[config.mk]
export PLATFORM = sky130hd
export DESIGN_NAME = sol_monitor
export DESIGN_NICKNAME = d
export VERILOG_FILES = /design/src/hdl/sol_pkg.sv /design/src/hdl/sol_time_if.sv /design/src/hdl/sol_monitor.sv /design/src/hdl/sol_timebase.sv
export SDC_FILE = /design/constraint.sdc
export NUM_CORES = 1
export LEC_CHECK = 0
export ABC_AREA = 0
export ABC_CLOCK_PERIOD_IN_PS = 3600
export BUFFER_PORTS_ARGS = -buffer_cell sky130_fd_sc_hd__buf_4
export CORE_MARGIN = 3
export CORE_UTILIZATION = 50
export CTS_BUF_LIST = sky130_fd_sc_hd__clkbuf_16
export CTS_CLUSTER_DIAMETER = 150
export DETAILED_ROUTE_END_ITERATION = 8
export MAX_ROUTING_LAYER = met4
export PLACE_DENSITY = 0.7
export SLEW_MARGIN = 0
export SYNTH_ARGS = -nofsm -noshare
export SYNTH_HDL_FRONTEND = slang
export SYNTH_SLANG_ARGS = --single-unit
[constraint.sdc]
create_clock -name core_clk -period 3.6 [get_ports core_clk]
set_clock_uncertainty 0.05 [all_clocks]
set_input_delay 0 -clock core_clk [delete_from_list [all_inputs] [get_ports core_clk]]
set_output_delay 0 -clock core_clk [all_outputs]
set_load 0.01 [all_outputs]
[src/hdl/sol_pkg.sv]
`default_nettype none

package sol_pkg;

  // clock and time base
  localparam int CLK_MHZ = 250;
  localparam int TICK_US = 100;
  localparam int LATCH_STEP_MS = 10;
  localparam int TP_PERIOD_MS = 468;
  localparam int TICKS_PER_STEP = LATCH_STEP_MS * 1000 / TICK_US;
  localparam int TP_PERIOD_TICKS = TP_PERIOD_MS * 1000 / TICK_US;
  localparam int TP_HALF_TICKS = TP_PERIOD_TICKS / 2;

  // channel count
  localparam int NUM_OUT = 4;
  localparam int NUM_PAIR = 2;

  // test pulse width, in 100 us units
  localparam logic [6:0] TP_W_MIN = 7'h03;
  localparam logic [6:0] TP_W_MAX = 7'h64;
  localparam logic [6:0] TP_W_DEF = 7'h05;

  // latch time, in 10 ms units
  localparam logic [12:0] LATCH_MAX = 13'h1999;
  localparam logic [12:0] LATCH_DEF = 13'h0064;

  // register offsets
  localparam logic [7:0] REG_CTRL = 8'h00;
  localparam logic [7:0] REG_LATCH = 8'h04;
  localparam logic [7:0] REG_TPW = 8'h08;
  localparam logic [7:0] REG_OUTREQ = 8'h0C;
  localparam logic [7:0] REG_STATUS = 8'h10;
  localparam logic [7:0] REG_IRQ_STAT = 8'h14;
  localparam logic [7:0] REG_IRQ_MASK = 8'h18;

  // field positions
  localparam int CTRL_DUAL_LSB = 0;
  localparam int CTRL_TP_LSB = 4;
  localparam int STAT_OK_LSB = 0;
  localparam int STAT_PWR_BIT = 4;
  localparam int STAT_DRV_LSB = 8;
  localparam int STAT_ERR_LSB = 12;
  localparam int IRQ_PWR_BIT = 4;
  localparam int IRQ_W = 5;

endpackage

`default_nettype wire

[src/hdl/sol_time_if.sv]
`timescale 1ns/1ps
`default_nettype none

interface sol_time_if;
  logic tick_step;
  logic pulse_even;
  logic pulse_odd;
  logic [6:0] pulse_width;

  // timebase drives ticks and pulse slots
  modport src (output tick_step, output pulse_even, output pulse_odd, input pulse_width);
  // monitor consumes them
  modport dst (input tick_step, input pulse_even, input pulse_odd, output pulse_width);
endinterface

`default_nettype wire

[src/hdl/sol_monitor.sv]
// The placing of the registers and the address-and-strobe port were left to the implementer.
`timescale 1ns/1ps
`default_nettype none

module sol_monitor #(
  parameter int TICK_CYCLES = sol_pkg::TICK_US * sol_pkg::CLK_MHZ
) (
  // clock and reset
  input wire logic core_clk,
  input wire logic rst_n,
  // register port
  input wire logic [7:0] reg_addr,
  input wire logic [31:0] reg_wdata,
  input wire logic reg_wr,
  input wire logic reg_rd,
  output logic [31:0] reg_rdata,
  // output terminals and readback
  output logic [3:0] out_drv,
  input wire logic [3:0] out_fb,
  // supply monitor comparators
  input wire logic pwr_low,
  input wire logic pwr_high,
  // reported status
  output logic [3:0] out_status,
  output logic pwr_ok,
  output logic irq
);

  ////////////////////////////////////////////////////////////////////////
  // configuration registers

  logic [1:0] dual;
  logic [3:0] tp_en;
  logic [12:0] latch_units;
  logic [6:0] tp_width;
  logic [3:0] req;
  logic [4:0] irq_stat;
  logic [4:0] irq_mask;

  logic wr_ctrl, wr_latch, wr_tpw, wr_req, wr_istat, wr_imask;
  logic [12:0] latch_in;
  logic [6:0] tpw_in;

  // address decode
  assign wr_ctrl = reg_wr && reg_addr == sol_pkg::REG_CTRL;
  assign wr_latch = reg_wr && reg_addr == sol_pkg::REG_LATCH;
  assign wr_tpw = reg_wr && reg_addr == sol_pkg::REG_TPW;
  assign wr_req = reg_wr && reg_addr == sol_pkg::REG_OUTREQ;
  assign wr_istat = reg_wr && reg_addr == sol_pkg::REG_IRQ_STAT;
  assign wr_imask = reg_wr && reg_addr == sol_pkg::REG_IRQ_MASK;

  // clamp written values into their legal ranges
  always_comb begin
    if (reg_wdata[31:13] != 19'h00000 || reg_wdata[12:0] > sol_pkg::LATCH_MAX) begin
      latch_in = sol_pkg::LATCH_MAX;
    end else begin
      latch_in = reg_wdata[12:0];
    end
    if (reg_wdata[31:7] != 25'h0000000 || reg_wdata[6:0] > sol_pkg::TP_W_MAX) begin
      tpw_in = sol_pkg::TP_W_MAX;
    end else if (reg_wdata[6:0] < sol_pkg::TP_W_MIN) begin
      tpw_in = sol_pkg::TP_W_MIN;
    end else begin
      tpw_in = reg_wdata[6:0];
    end
  end

  // pairing and pulse enables
  always_ff @(posedge core_clk) begin
    if (!rst_n) begin
      dual <= 2'h0;
      tp_en <= 4'h0;
    end else if (wr_ctrl) begin
      dual <= reg_wdata[sol_pkg::CTRL_DUAL_LSB +: 2];
      tp_en <= reg_wdata[sol_pkg::CTRL_TP_LSB +: 4];
    end
  end

  // single latch time for every output
  always_ff @(posedge core_clk) begin
    if (!rst_n) begin
      latch_units <= sol_pkg::LATCH_DEF;
    end else if (wr_latch) begin
      latch_units <= latch_in;
    end
  end

  // test pulse width
  always_ff @(posedge core_clk) begin
    if (!rst_n) begin
      tp_width <= sol_pkg::TP_W_DEF;
    end else if (wr_tpw) begin
      tp_width <= tpw_in;
    end
  end

  // requested process values
  always_ff @(posedge core_clk) begin
    if (!rst_n) begin
      req <= 4'h0;
    end else if (wr_req) begin
      req <= reg_wdata[3:0];
    end
  end

  // interrupt mask
  always_ff @(posedge core_clk) begin
    if (!rst_n) begin
      irq_mask <= 5'h00;
    end else if (wr_imask) begin
      irq_mask <= reg_wdata[4:0];
    end
  end

  ////////////////////////////////////////////////////////////////////////
  // time base

  sol_time_if tm ();

  assign tm.pulse_width = tp_width;

  sol_timebase #(
    .TICK_CYCLES(TICK_CYCLES)
  ) u_timebase (
    .core_clk(core_clk),
    .rst_n(rst_n),
    .tm(tm)
  );

  ////////////////////////////////////////////////////////////////////////
  // per-output fault detection and latching

  logic pwr_fault;
  logic [3:0] drv_q;
  logic [3:0] err;
  logic [3:0] raw;
  logic [3:0] short_det;
  logic [3:0] slot;
  logic [3:0] pulse_act;
  logic [3:0] on_cmd;
  logic [3:0] next_drv;
  logic [3:0] next_status;
  logic [3:0] err_set;
  logic [12:0] lcnt [4];
  logic [1:0] mismatch;
  logic [1:0] pair_err;

  assign pwr_fault = pwr_low | pwr_high;

  // pair level terms
  for (genvar p = 0; p < sol_pkg::NUM_PAIR; p++) begin : g_pair
    assign mismatch[p] = dual[p] && (req[2*p] != req[2*p+1]);
    assign pair_err[p] = err[2*p] | err[2*p+1];
  end

  for (genvar g = 0; g < sol_pkg::NUM_OUT; g++) begin : g_ch
    localparam int P = g ^ 1;
    logic stable;
    logic off_fault;
    logic gnd_fault;
    logic want_on;

    // even outputs share the first pulse slot of the period, odd outputs the second
    assign slot[g] = (g % 2 == 1) ? tm.pulse_odd : tm.pulse_even;

    // equivalent pairs need both requests high
    assign want_on = dual[g/2] ? (req[2*(g/2)] & req[2*(g/2)+1]) : req[g];
    assign on_cmd[g] = want_on && !pair_err[g/2] && !pwr_fault;
    assign pulse_act[g] = tp_en[g] && slot[g] && on_cmd[g];
    assign next_drv[g] = on_cmd[g] && !pulse_act[g];

    // readback only judged once the drive has settled a cycle
    assign stable = out_drv[g] == drv_q[g];
    // high while off covers pulse gaps, so ON contact needs pulses
    assign off_fault = stable && !out_drv[g] && out_fb[g];
    assign gnd_fault = stable && out_drv[g] && !out_fb[g];
    // partner pulsed low yet reads high while this one is on
    assign short_det[g] = dual[g/2] && pulse_act[P] && !out_drv[P] && drv_q[P] == out_drv[P] &&
                          out_drv[g] && out_fb[P];
    assign raw[g] = off_fault | gnd_fault | short_det[g];
    assign err_set[g] = raw[g] && !err[g];

    // latch timer, reloaded while the fault persists
    always_ff @(posedge core_clk) begin
      if (!rst_n) begin
        err[g] <= 1'b0;
        lcnt[g] <= 13'h0000;
      end else if (raw[g]) begin
        err[g] <= 1'b1;
        lcnt[g] <= latch_units;
      end else if (lcnt[g] != 13'h0000) begin
        if (tm.tick_step) begin
          lcnt[g] <= lcnt[g] - 13'h0001;
        end
      end else begin
        err[g] <= 1'b0;
      end
    end

    // reported status for this output
    assign next_status[g] = !pwr_fault && !err[g] && !raw[g] && !mismatch[g/2];
  end

  ////////////////////////////////////////////////////////////////////////
  // outputs

  // terminal drive, delayed copy for settling
  always_ff @(posedge core_clk) begin
    if (!rst_n) begin
      out_drv <= 4'h0;
      drv_q <= 4'h0;
    end else begin
      out_drv <= next_drv;
      drv_q <= out_drv;
    end
  end

  // status flags
  always_ff @(posedge core_clk) begin
    if (!rst_n) begin
      out_status <= 4'h0;
      pwr_ok <= 1'b0;
    end else begin
      out_status <= next_status;
      pwr_ok <= !pwr_fault;
    end
  end

  ////////////////////////////////////////////////////////////////////////
  // interrupts

  logic [4:0] irq_events;
  logic [4:0] next_irq_stat;

  assign irq_events = {pwr_fault && pwr_ok, err_set};

  // sticky, write one to clear, a new event wins
  always_comb begin
    next_irq_stat = irq_stat;
    if (wr_istat) begin
      next_irq_stat = irq_stat & ~reg_wdata[4:0];
    end
    next_irq_stat = next_irq_stat | irq_events;
  end

  always_ff @(posedge core_clk) begin
    if (!rst_n) begin
      irq_stat <= 5'h00;
      irq <= 1'b0;
    end else begin
      irq_stat <= next_irq_stat;
      irq <= |(irq_stat & irq_mask);
    end
  end

  ////////////////////////////////////////////////////////////////////////
  // register read

  logic [31:0] next_rdata;

  always_comb begin
    next_rdata = 32'h00000000;
    unique case (reg_addr)
      sol_pkg::REG_CTRL: begin
        next_rdata[sol_pkg::CTRL_DUAL_LSB +: 2] = dual;
        next_rdata[sol_pkg::CTRL_TP_LSB +: 4] = tp_en;
      end
      sol_pkg::REG_LATCH: next_rdata[12:0] = latch_units;
      sol_pkg::REG_TPW: next_rdata[6:0] = tp_width;
      sol_pkg::REG_OUTREQ: next_rdata[3:0] = req;
      sol_pkg::REG_STATUS: begin
        next_rdata[sol_pkg::STAT_OK_LSB +: 4] = out_status;
        next_rdata[sol_pkg::STAT_PWR_BIT] = pwr_ok;
        next_rdata[sol_pkg::STAT_DRV_LSB +: 4] = out_drv;
        next_rdata[sol_pkg::STAT_ERR_LSB +: 4] = err;
      end
      sol_pkg::REG_IRQ_STAT: next_rdata[4:0] = irq_stat;
      sol_pkg::REG_IRQ_MASK: next_rdata[4:0] = irq_mask;
      default: next_rdata = 32'h00000000;
    endcase
  end

  // data valid only in the cycle after the read strobe
  always_ff @(posedge core_clk) begin
    if (!rst_n) begin
      reg_rdata <= 32'h00000000;
    end else if (reg_rd) begin
      reg_rdata <= next_rdata;
    end else begin
      reg_rdata <= 32'h00000000;
    end
  end

  ////////////////////////////////////////////////////////////////////////
  // checks

  pwr_safe_out_a: assert property (@(posedge core_clk) disable iff (!rst_n)
    pwr_fault |=> (out_drv == 4'h0 && out_status == 4'h0))
    else $error("outputs not safe during supply fault");

  // flag still shows its reset value in the first cycle after release
  pwr_flag_a: assert property (@(posedge core_clk) disable iff (!rst_n)
    $past(rst_n) |-> pwr_ok == !$past(pwr_fault))
    else $error("supply health flag wrong");

  pair_off_a: assert property (@(posedge core_clk) disable iff (!rst_n)
    (err[0] || err[1]) |=> out_drv[1:0] == 2'h0)
    else $error("pair not switched off on error");

  dual_mismatch_a: assert property (@(posedge core_clk) disable iff (!rst_n)
    (dual[0] && req[0] != req[1]) |=> (out_drv[1:0] == 2'h0 && out_status[1:0] == 2'h0))
    else $error("mismatched pair not off");

  latch_restart_a: assert property (@(posedge core_clk) disable iff (!rst_n)
    raw[0] |=> (err[0] && lcnt[0] == $past(latch_units)))
    else $error("latch timer not restarted");

  latch_hold_a: assert property (@(posedge core_clk) disable iff (!rst_n)
    (err[3] && lcnt[3] != 13'h0000) |=> !out_status[3])
    else $error("status cleared before latch expiry");

  latch_range_a: assert property (@(posedge core_clk) disable iff (!rst_n)
    latch_units <= sol_pkg::LATCH_MAX)
    else $error("latch time out of range");

  latch_default_a: assert property (@(posedge core_clk)
    !rst_n |=> (latch_units == sol_pkg::LATCH_DEF && tp_width == sol_pkg::TP_W_DEF))
    else $error("reset defaults wrong");

  short_dual_a: assert property (@(posedge core_clk) disable iff (!rst_n)
    short_det[0] |-> (dual[0] && tp_en[1] && out_drv[0]) ##1 err[0])
    else $error("short flagged outside paired pulsed mode");

  pulse_width_a: assert property (@(posedge core_clk) disable iff (!rst_n)
    tp_width >= sol_pkg::TP_W_MIN && tp_width <= sol_pkg::TP_W_MAX)
    else $error("pulse width out of range");

  cov_pulse_c: cover property (@(posedge core_clk) disable iff (!rst_n)
    pulse_act[3] ##1 !out_drv[3]);

  cov_short_c: cover property (@(posedge core_clk) disable iff (!rst_n)
    short_det[0]);

  cov_expire_c: cover property (@(posedge core_clk) disable iff (!rst_n)
    $fell(err[0]));

  cov_pwr_c: cover property (@(posedge core_clk) disable iff (!rst_n)
    $rose(pwr_ok));

endmodule

`default_nettype wire

[src/hdl/sol_timebase.sv]
`timescale 1ns/1ps
`default_nettype none

module sol_timebase #(
  parameter int TICK_CYCLES = sol_pkg::TICK_US * sol_pkg::CLK_MHZ
) (
  // clock and reset
  input wire logic core_clk,
  input wire logic rst_n,
  // ticks and pulse slots
  sol_time_if.src tm
);

  logic [14:0] sub_cnt;
  logic tick_base;
  logic [6:0] step_cnt;
  logic [12:0] per_cnt;

  // 100 us base tick from the core clock
  always_ff @(posedge core_clk) begin
    if (!rst_n) begin
      sub_cnt <= 15'h0000;
      tick_base <= 1'b0;
    end else if (sub_cnt == 15'(TICK_CYCLES - 1)) begin
      sub_cnt <= 15'h0000;
      tick_base <= 1'b1;
    end else begin
      sub_cnt <= sub_cnt + 15'h0001;
      tick_base <= 1'b0;
    end
  end

  // 10 ms step tick shared by the per-output latch timers
  always_ff @(posedge core_clk) begin
    if (!rst_n) begin
      step_cnt <= 7'h00;
      tm.tick_step <= 1'b0;
    end else if (tick_base && step_cnt == 7'(sol_pkg::TICKS_PER_STEP - 1)) begin
      step_cnt <= 7'h00;
      tm.tick_step <= 1'b1;
    end else begin
      if (tick_base) begin
        step_cnt <= step_cnt + 7'h01;
      end
      tm.tick_step <= 1'b0;
    end
  end

  // fixed test pulse period
  always_ff @(posedge core_clk) begin
    if (!rst_n) begin
      per_cnt <= 13'h0000;
    end else if (tick_base) begin
      if (per_cnt == 13'(sol_pkg::TP_PERIOD_TICKS - 1)) begin
        per_cnt <= 13'h0000;
      end else begin
        per_cnt <= per_cnt + 13'h0001;
      end
    end
  end

  // even channels pulse at period start, odd ones half a period later
  always_ff @(posedge core_clk) begin
    if (!rst_n) begin
      tm.pulse_even <= 1'b0;
      tm.pulse_odd <= 1'b0;
    end else begin
      tm.pulse_even <= per_cnt < {6'h00, tm.pulse_width};
      tm.pulse_odd <= (per_cnt >= 13'(sol_pkg::TP_HALF_TICKS)) &&
                      (per_cnt < 13'(sol_pkg::TP_HALF_TICKS) + {6'h00, tm.pulse_width});
    end
  end

endmodule

`default_nettype wire

Yosys cells after proc, flatten, opt, wreduce, memory -nomap -nowiden. Memories as Yosys holds them, arrays and structs flattened. Cells that the tools add are included.

Output and inout port bits: 42. Bits in writable memories: 52. Memories: 1. Flip-flop bits (word level): 129.

Memories: lcnt (depth 4, width 13, rd ports 4, clocked after memory_dff 0, write ports 4, line sol_monitor.sv:144) `logic [12:0] lcnt [4];`.

Multiplexer cells: 63. Bitwise operators: 26. Reductions and logical operators: 122. Equal/unequal tests: 23. Add/sub/neg operators: 8. Magnitude comparators: 6.

Operators with widths (number): $mux W13 (10); $logic_and A1 B1 Y1 (83); $reduce_bool A13 Y1 (4); $sub A13 B1 Y13 const B (4); $mux W1 (44); $logic_not A1 Y1 (25); $reduce_bool A25 Y1 (1); $eq A8 B5 Y1 const B (3); $or A1 B1 Y1 (19); $reduce_bool A19 Y1 (1); $eq A8 B4 Y1 const B (2); $add A15 B1 Y15 const B (1); $eq A15 B15 Y1 const B (1); $mux W7 (2); $pmux W2 S7 (1); $add A12 B7 Y13 const A (1); $add A13 B1 Y13 const B (1); $eq A13 B13 Y1 const B (1); $ge A13 B12 Y1 const B (1); $gt A13 B13 Y1 const B (1); $lt A13 B13 Y1 (1); $lt A13 B7 Y1 (1); $pmux W2 S6 (1); $and A5 B5 Y5 (2); 23 further kinds (37).

Longest topological paths before layout. Gate-level depths: netlist (run 1).

Depth in word-level cells: 16. Mapped depth: 8. Depth with buffers taken out: 7.

Cells and area by module. Synthesis (run 1) repeated with hierarchy kept, for this count alone.

Cells, all modules: 937. Area, all modules: 8856.0 um2.

By module, submodules not included: sol_monitor (cells each 709, instances 1, area each 6877.8 um2); sol_timebase (cells each 228, instances 1, area each 1978.1 um2).

Worst setup path before layout (run 1). Ideal clock, no wire load.

Kind: reg-to-reg. Start point: memory lcnt[2][0]. End point: memory lcnt[2][0] (enable). Slack: 1.083 ns. Period minus slack after synthesis: 2.517 ns. Arrival time: 2.083 ns. Stages on the path, launching flop included: 7. Required time: 3.166 ns. Cell sequence: edfxtp_1 inv_1 ha_1 or4b_1 or4_4 o21ai_0 nand3_1.

RTL lines (line): start: declaration (sol_monitor.sv:144).

==> results.md, run 1 <==
- First-pass GRT wire length: 34100 µm
- RSZ-0062 raised after global routing: false
- Total I/O pin count: 92
- Dominant synthesized flop cell: dfxtp_1
- Syn_area_per_cell: 9.56 µm²
- Fmax: 0.348 GHz
- Mapped Area: 8390 µm²
- Instance count of the mapped netlist: 877
- GRT overflow: 0
- R2R setup slack: 730 ps
- Final Non-Filler Cells: 1201
- Area of the multi-input gates: 4210 µm²
- PwrDens: 429 nW/µm²
- Skew-Pair Late Insertion Delay: 430 ps
- Rel. slew slack: 32.7%
- Initial antenna violation count: 0
- DRC: 0
- Wirelength, routed: 21600 µm
- Sw Pwr: 1.00 mW
- Drt wl/cell: 18.0 µm
- Leakage power: 3.87 nW
- Routed vias: 7063
- Max cap viols: 0
- Port Buffers: 75
- Startpoint types: flop
- Largest net degree at the start of global routing: 32
- Yosys top cell area share: 27.0%
- Final net count: 1052
- Final period util: 79.8%
- Register area: 3820 µm²
- DIE AREA: 18400 µm²
- Via density: 5.88
- Hold Vio Cnt, Final: 0
- Worst-margin pin slew: 1000 ps
- Tmin final: 2870 ps
- Row count: 46
- First-pass DRT Iterations: 5
- Status: completed
- YS warnings: 0
- FILL cells: 1372
- Post-synth top area cell: dfxtp_1
- Die Height: 136 µm
- Clk pin slew, worst setup/hold paths: 70 ps
- CP peak stage delay: 520 ps
- Worst path bufs/invs: 1
- Crit Path Max Fanout: 13
- Int Pwr: 3.29 mW
- Post-DP HPWL: 15600 µm
- Final setup fails: 0
- CTS Sinks: 165
- Worst vdd ir: 0.000358 V
- TritonCTS buffer count: 17
- Overall Power: 4.29 mW
- Hold Path Class: input pin to flop
- Largest delay share family, worst path: simple AND/OR/NAND/NOR gates
- Core Area: 16200 µm²
- Cell Chain, Critical Path: inv_1 -> ha_1 -> or4b_1 -> or4_4 -> o21ai_0 -> nand3_1
- Switching Fraction: 23.3%
- Post-synth EDFFs: 52
- Synth top area cells: dfxtp_1 (27%), edfxtp_1 (19%), ha_1 (4.6%), nor2_1 (4.6%), xnor2_1 (4.2%)
- Placed Cells: 1134
- Top cells by count, synth: dfxtp_1 (113), nor2_1 (102), nand2_1 (57)
- Initial Utilization: 51.8%
- Most frequent cell after synthesis: dfxtp_1
- CP Data Required Time: 3550 ps
- Placer congestion estimate: 0.867
- Initial DRC Count: 571
- Longest Clk Path Bufs: 2
- Power share of the clock group: 45.4%
- Logic pwr share: 7.8%
- CTS tree: built
- Crit Path Class: flop to flop
- Setup TNS: 0 ps
- Ys async rst share: 0%
- Seq/Total Area, Yosys: 45.6%
- Yosys cell types: 72
- #FFs+latches synth: 165
- Root Driver: clkbuf_16
- Crit-path slowest cell: or4b_1
- Area Growth Syn to Fin: 19.4%
- Vias in the first global route: 6523
- Kind of capture point of the worst setup path: flop
- H-Tree Depth: 4
- Routed Antenna Nets: 0
- Share of layout cells above drive strength 1: 13.0%
- Die X: 136 µm
- Fin. max-slew vios: 0
- GRT Total Usage: 24.4%
- Sequential Power Share: 46.8%
- Crit path DAT: 2820 ps
## power by group through the flow
| stage | Combinational (mW) | Clock (mW) | Sequential [mW] |
|---|---|---|---|
| 2_1_floorplan | 0.214 | 0 | 2.03 |
| 3_3_place_gp | 0.305 | 0 | 2.05 |
| 3_5_place_dp | 0.305 | 0 | 2.05 |
| 4_1_cts | 0.333 | 1.98 | 2.01 |
| 5_1_grt | 0.366 | 2.06 | 2.01 |
| 6_report | 0.336 | 1.95 | 2.01 |
## layout make-up
| type | instances | share of cell area, % |
|---|---|---|
| clock buffers | 19 | 4.75 |
| clock inverters | 13 | 1.64 |
| flip-flops and latches | 165 | 38.2 |
| diodes | 1 | 0.0250 |
| repair buffers | 114 | 9.40 |
| well taps | 216 | 2.70 |
| multi-input cells | 638 | 42.0 |
| inverters | 35 | 1.31 |
## through the flow
stage | hold slack (ps) | setup slack, ps | util, % | instance area (µm²)
4_1_cts | 33.2 | 733 | 61.9 | 10000
3_5_place_dp | 223 | 752 | 55.8 | 9030
6_report | 53.3 | 725 | 61.9 | 10000
2_1_floorplan | 73.3 | 1080 | - | 8440
3_3_place_gp | 219 | 839 | 55.8 | 9030
5_1_grt | 108 | 571 | 61.9 | 10000
## what timing repair did
| action | 4_1_cts | 5_1_grt |
|---|---|---|
| hold buffers | 34 | 0 |
| endpoints found under the hold margin | 55 | 0 |
| gates resized for setup | 0 | 0 |
| buffers inserted | 0 | 0 |
## per-layer routing
metal  vias to the layer above  global-route usage [%]  part of all wire [%]
met1                      3352                    32.4                    43
met4                         0                    8.45                   2.6
met2                       307                    37.8                    46
met5                         -                       -                     0
li1                       3357                       -                     -
met3                        47                    4.49                   8.0
## registers in the layout, indices dropped and copies added, names as in the netlist, 5 cells and up
register and cells:
lcnt 52, reg_rdata 16, latch_units 13, tm.pulse_width 7, irq_stat 5, u_timebase.sub_cnt 15
irq_mask 5, u_timebase.step_cnt 7, u_timebase.per_cnt 13
## cells by family after synthesis
group	synth area share, %
AND/OR/NAND/NOR	19.7
flip-flops	45.6
AO/OA/AOI/OAI	13.6
buffers and inverters	4.92
XOR/XNOR	6.89
multiplexers	4.63
adder cells (fa/ha/maj)	4.63
other	0.0447
## worst paths after layout
check | start | end | cells after the start
worst max-delay path | lcnt[2][0] | lcnt[2][9] | 6
worst min-delay path | reg_wr | irq_stat[2] | 5
worst max register to register | lcnt[2][0] | lcnt[2][9] | 6
worst min register to register | u_timebase.sub_cnt[0] | u_timebase.sub_cnt[0] | 1
## tightest hold or removal path, stage by stage
cell     delay (ps)
buf_4           120
nand2_1          50
nor3_1          100
nand2_1          90
a32o_1          150
## cell usage in the layout, fill, tap and decap left out, drive strengths merged, types with 26 or more instances in the layout
cell	netlist	layout
inv	35	41
xnor2	40	40
xor2	26	26
mux2i	32	32
edfxtp	52	52
nor3	35	35
dfxtp	113	113
dlygate4sd3	0	34
nand2	57	57
nand3	32	32
buf	26	80
nor2	103	103
ha	31	31
o22ai	33	33
(Power assumes the default switching activity.)
==> run 2: changes to the inputs <==
--- a/config.mk
+++ b/config.mk
@@ -6,7 +6,7 @@
 export NUM_CORES = 1
 export LEC_CHECK = 0
 export ABC_AREA = 0
-export ABC_CLOCK_PERIOD_IN_PS = 3600
+export ABC_CLOCK_PERIOD_IN_PS = 2900
 export BUFFER_PORTS_ARGS = -buffer_cell sky130_fd_sc_hd__buf_4
 export CORE_MARGIN = 3
 export CORE_UTILIZATION = 50
==> constraint.sdc (replaced) <==
create_clock -name core_clk -period 2.9 [get_ports core_clk]
set_clock_uncertainty 0.05 [all_clocks]
set_input_delay 0 -clock core_clk [delete_from_list [all_inputs] [get_ports core_clk]]
set_output_delay 0 -clock core_clk [all_outputs]
set_load 0.01 [all_outputs]
==> results.md, run 2 (synthesized netlist as in run 1, its figures left out) <==
- Most common cell after layout, fill and taps aside: dfxtp_1
- Status: completed
- DRC: 0 (unchanged)
- GRT overflow: 0 (unchanged)
- CTS Sinks: 165 (unchanged)
- Skew-Pair Late Insertion Delay: 420 ps (about the same)
- Drt wl/cell: 18.1 µm (+0.55%)
- Critical Path Sink: lcnt[2][10]
- Final net count: 1061 (+0.86%)
- Placed Cells: 1145 (+0.97%)
- Crit Path Class: flop to flop
- Tmin final: 2550 ps (-327 ps)
- Vias in the first global route: 6645 (+1.9%)
- R2R setup slack: 350 ps (-370 ps)
- RR Startpoint: lcnt[2][0]
- Worst vdd ir: 0.000420 V (+17%)
- Met1 global-route usage: 32.1% (-0.35 points)
- TritonCTS buffer count: 17 (unchanged)
- N_diodes: 0 (-1)
- Die Height: 136 µm (unchanged)
- Grt met3 use: 5.31% (+0.82 points)
- Leakage power: 3.87 nW (about the same)
- Kind of capture point of the worst setup path: flop
- GRT Total Usage: 24.5% (+0.13 points)
- Register area: 3820 µm² (unchanged)
- Post-CTS setup buffer count: 0 (unchanged)
- RSZ-0062 raised after global routing: false
- Routed Antenna Nets: 0 (unchanged)
- Wirelength, routed: 21900 µm (+1.2%)
- Hold Path Class: input pin to flop
- Final Non-Filler Cells: 1209 (+0.67%)
- Initial antenna violation count: 0 (unchanged)
- Share of layout cells above drive strength 1: 13.8% (+0.79 points)
- Die X: 136 µm (unchanged)
- Setup TNS: 0 ps (unchanged)
- Area of the multi-input gates: 4210 µm² (unchanged)
- Final setup fails: 0 (unchanged)
- Largest net degree at the start of global routing: 44 (+38%)
- Initial Utilization: 51.8% (unchanged)
- Max cap viols: 0 (unchanged)
- DIE AREA: 18400 µm² (unchanged)
- Longest Clk Path Bufs: 2 (unchanged)
- Routed vias: 7054 (-0.13%)
- Post-DP HPWL: 15700 µm (+1.0%)
- CTS tree: built
- Most frequent cells in the layout: dfxtp_1 (113), nor2_1 (102), buf_4 (91)
- First-pass DRT Iterations: 5 (unchanged)
- Startpoint types: flop
- Root Driver: clkbuf_16
- H-Tree Depth: 4 (unchanged)
- Worst-margin pin slew: 888 ps (-114 ps)
- Crit Path Max Fanout: 12 (-1)
- Port Buffers: 75 (unchanged)
- Largest register FFs: 52 (unchanged)
- Core Area: 16200 µm² (unchanged)
- PwrDens: 506 nW/µm² (+18%)
- Fmax: 0.393 GHz (+13%)
- Hold Vio Cnt, Final: 0 (unchanged)
- Fin util: 61.8% (-0.12 points)
- Worst r2r path cells: 7 (+1)
- Crit path from: lcnt[2][0]
- Top reg by flops: lcnt
- Area Growth Syn to Fin: 19.2%
- Largest regs: lcnt x52, reg_rdata x16, u_timebase.sub_cnt x15
- Via density: 5.83 (-0.79%)
- Initial DRC Count: 529 (-7.4%)
- Crit path DAT: 2670 ps (-150 ps)
- Fin. max-slew vios: 0 (unchanged)
- First-pass GRT wire length: 34300 µm (+0.47%)
- Placer congestion estimate: 0.905 (+4.4%)
- CP Data Required Time: 3020 ps (-530 ps)
- Met2 Use GR: 38.4% (+0.61 points)
- Grt peak-use layer: met2
- FILL cells: 1383 (+0.80%)
- RR Endpoint: lcnt[2][10]
- Clk pin slew, worst setup/hold paths: 60 ps (about the same)
- Final period util: 87.8% (+8.0 points)
- Rel. slew slack: 40.3% (+7.7 points)
- Total I/O pin count: 92 (unchanged)
- Row count: 46 (unchanged)
-- run 2: where the power goes --
group	internal [mW]	switching [mW]
Clock	1.22	0.913
Sequential	2.43	0.0570
Combinational	0.195	0.234
-- run 2: stage by stage --
stage	power [mW]	hold slack, ps	setup slack [ps]	cell area, µm²
floorplan	2.79	73.3	383	8440
global placement	2.93	147	443	9110
detailed placement	2.93	149	372	9110
CTS	5.08	59.4	355	9990
global route	5.24	79.1	215	9990
finish	5.05	72.8	353	9990
-- run 2: worst max-delay path, stage by stage (launching register included) --
cell	delay, ps
edfxtp_1	420
inv_1	90
ha_1	200
or4b_1	530
or4_4	470
o21ai_0	180
nand3_1	130
buf_4	230
-- run 2: layer usage --
metal | part of all wire (%) | wire, µm
met1 | 43 | 9430
met2 | 47 | 10200
met3 | 7.9 | 1740
met4 | 2.3 | 503
met5 | 0 | 0
-- run 2: worst min path at each step --
stage | start | endpoint | slack [ps] | depth (start not counted)
global placement | pwr_low | pwr_ok | 150 | 2
floorplan | pwr_low | pwr_ok | 70 | 1
global route | reg_addr[7] | reg_rdata[3] | 80 | 4
finish | reg_wr | irq_stat[2] | 70 | 5
CTS | reg_wr | irq_stat[2] | 60 | 5
detailed placement | pwr_low | pwr_ok | 150 | 2
-- run 2: area by class of cell --
cell class	count	area share (%)
inverters	35	1.31
clock inverters	14	1.09
clock buffers	18	4.51
repair buffers	123	10.0
multi-input cells	638	42.1
flip-flops and latches	165	38.3
well taps	216	2.70
-- run 2: what timing repair did --
action                                  CTS  global route
endpoints found under the setup margin    0             0
hold endpoints to repair                 53             0
hold buffers                             32             0
gates resized for setup                   0             0
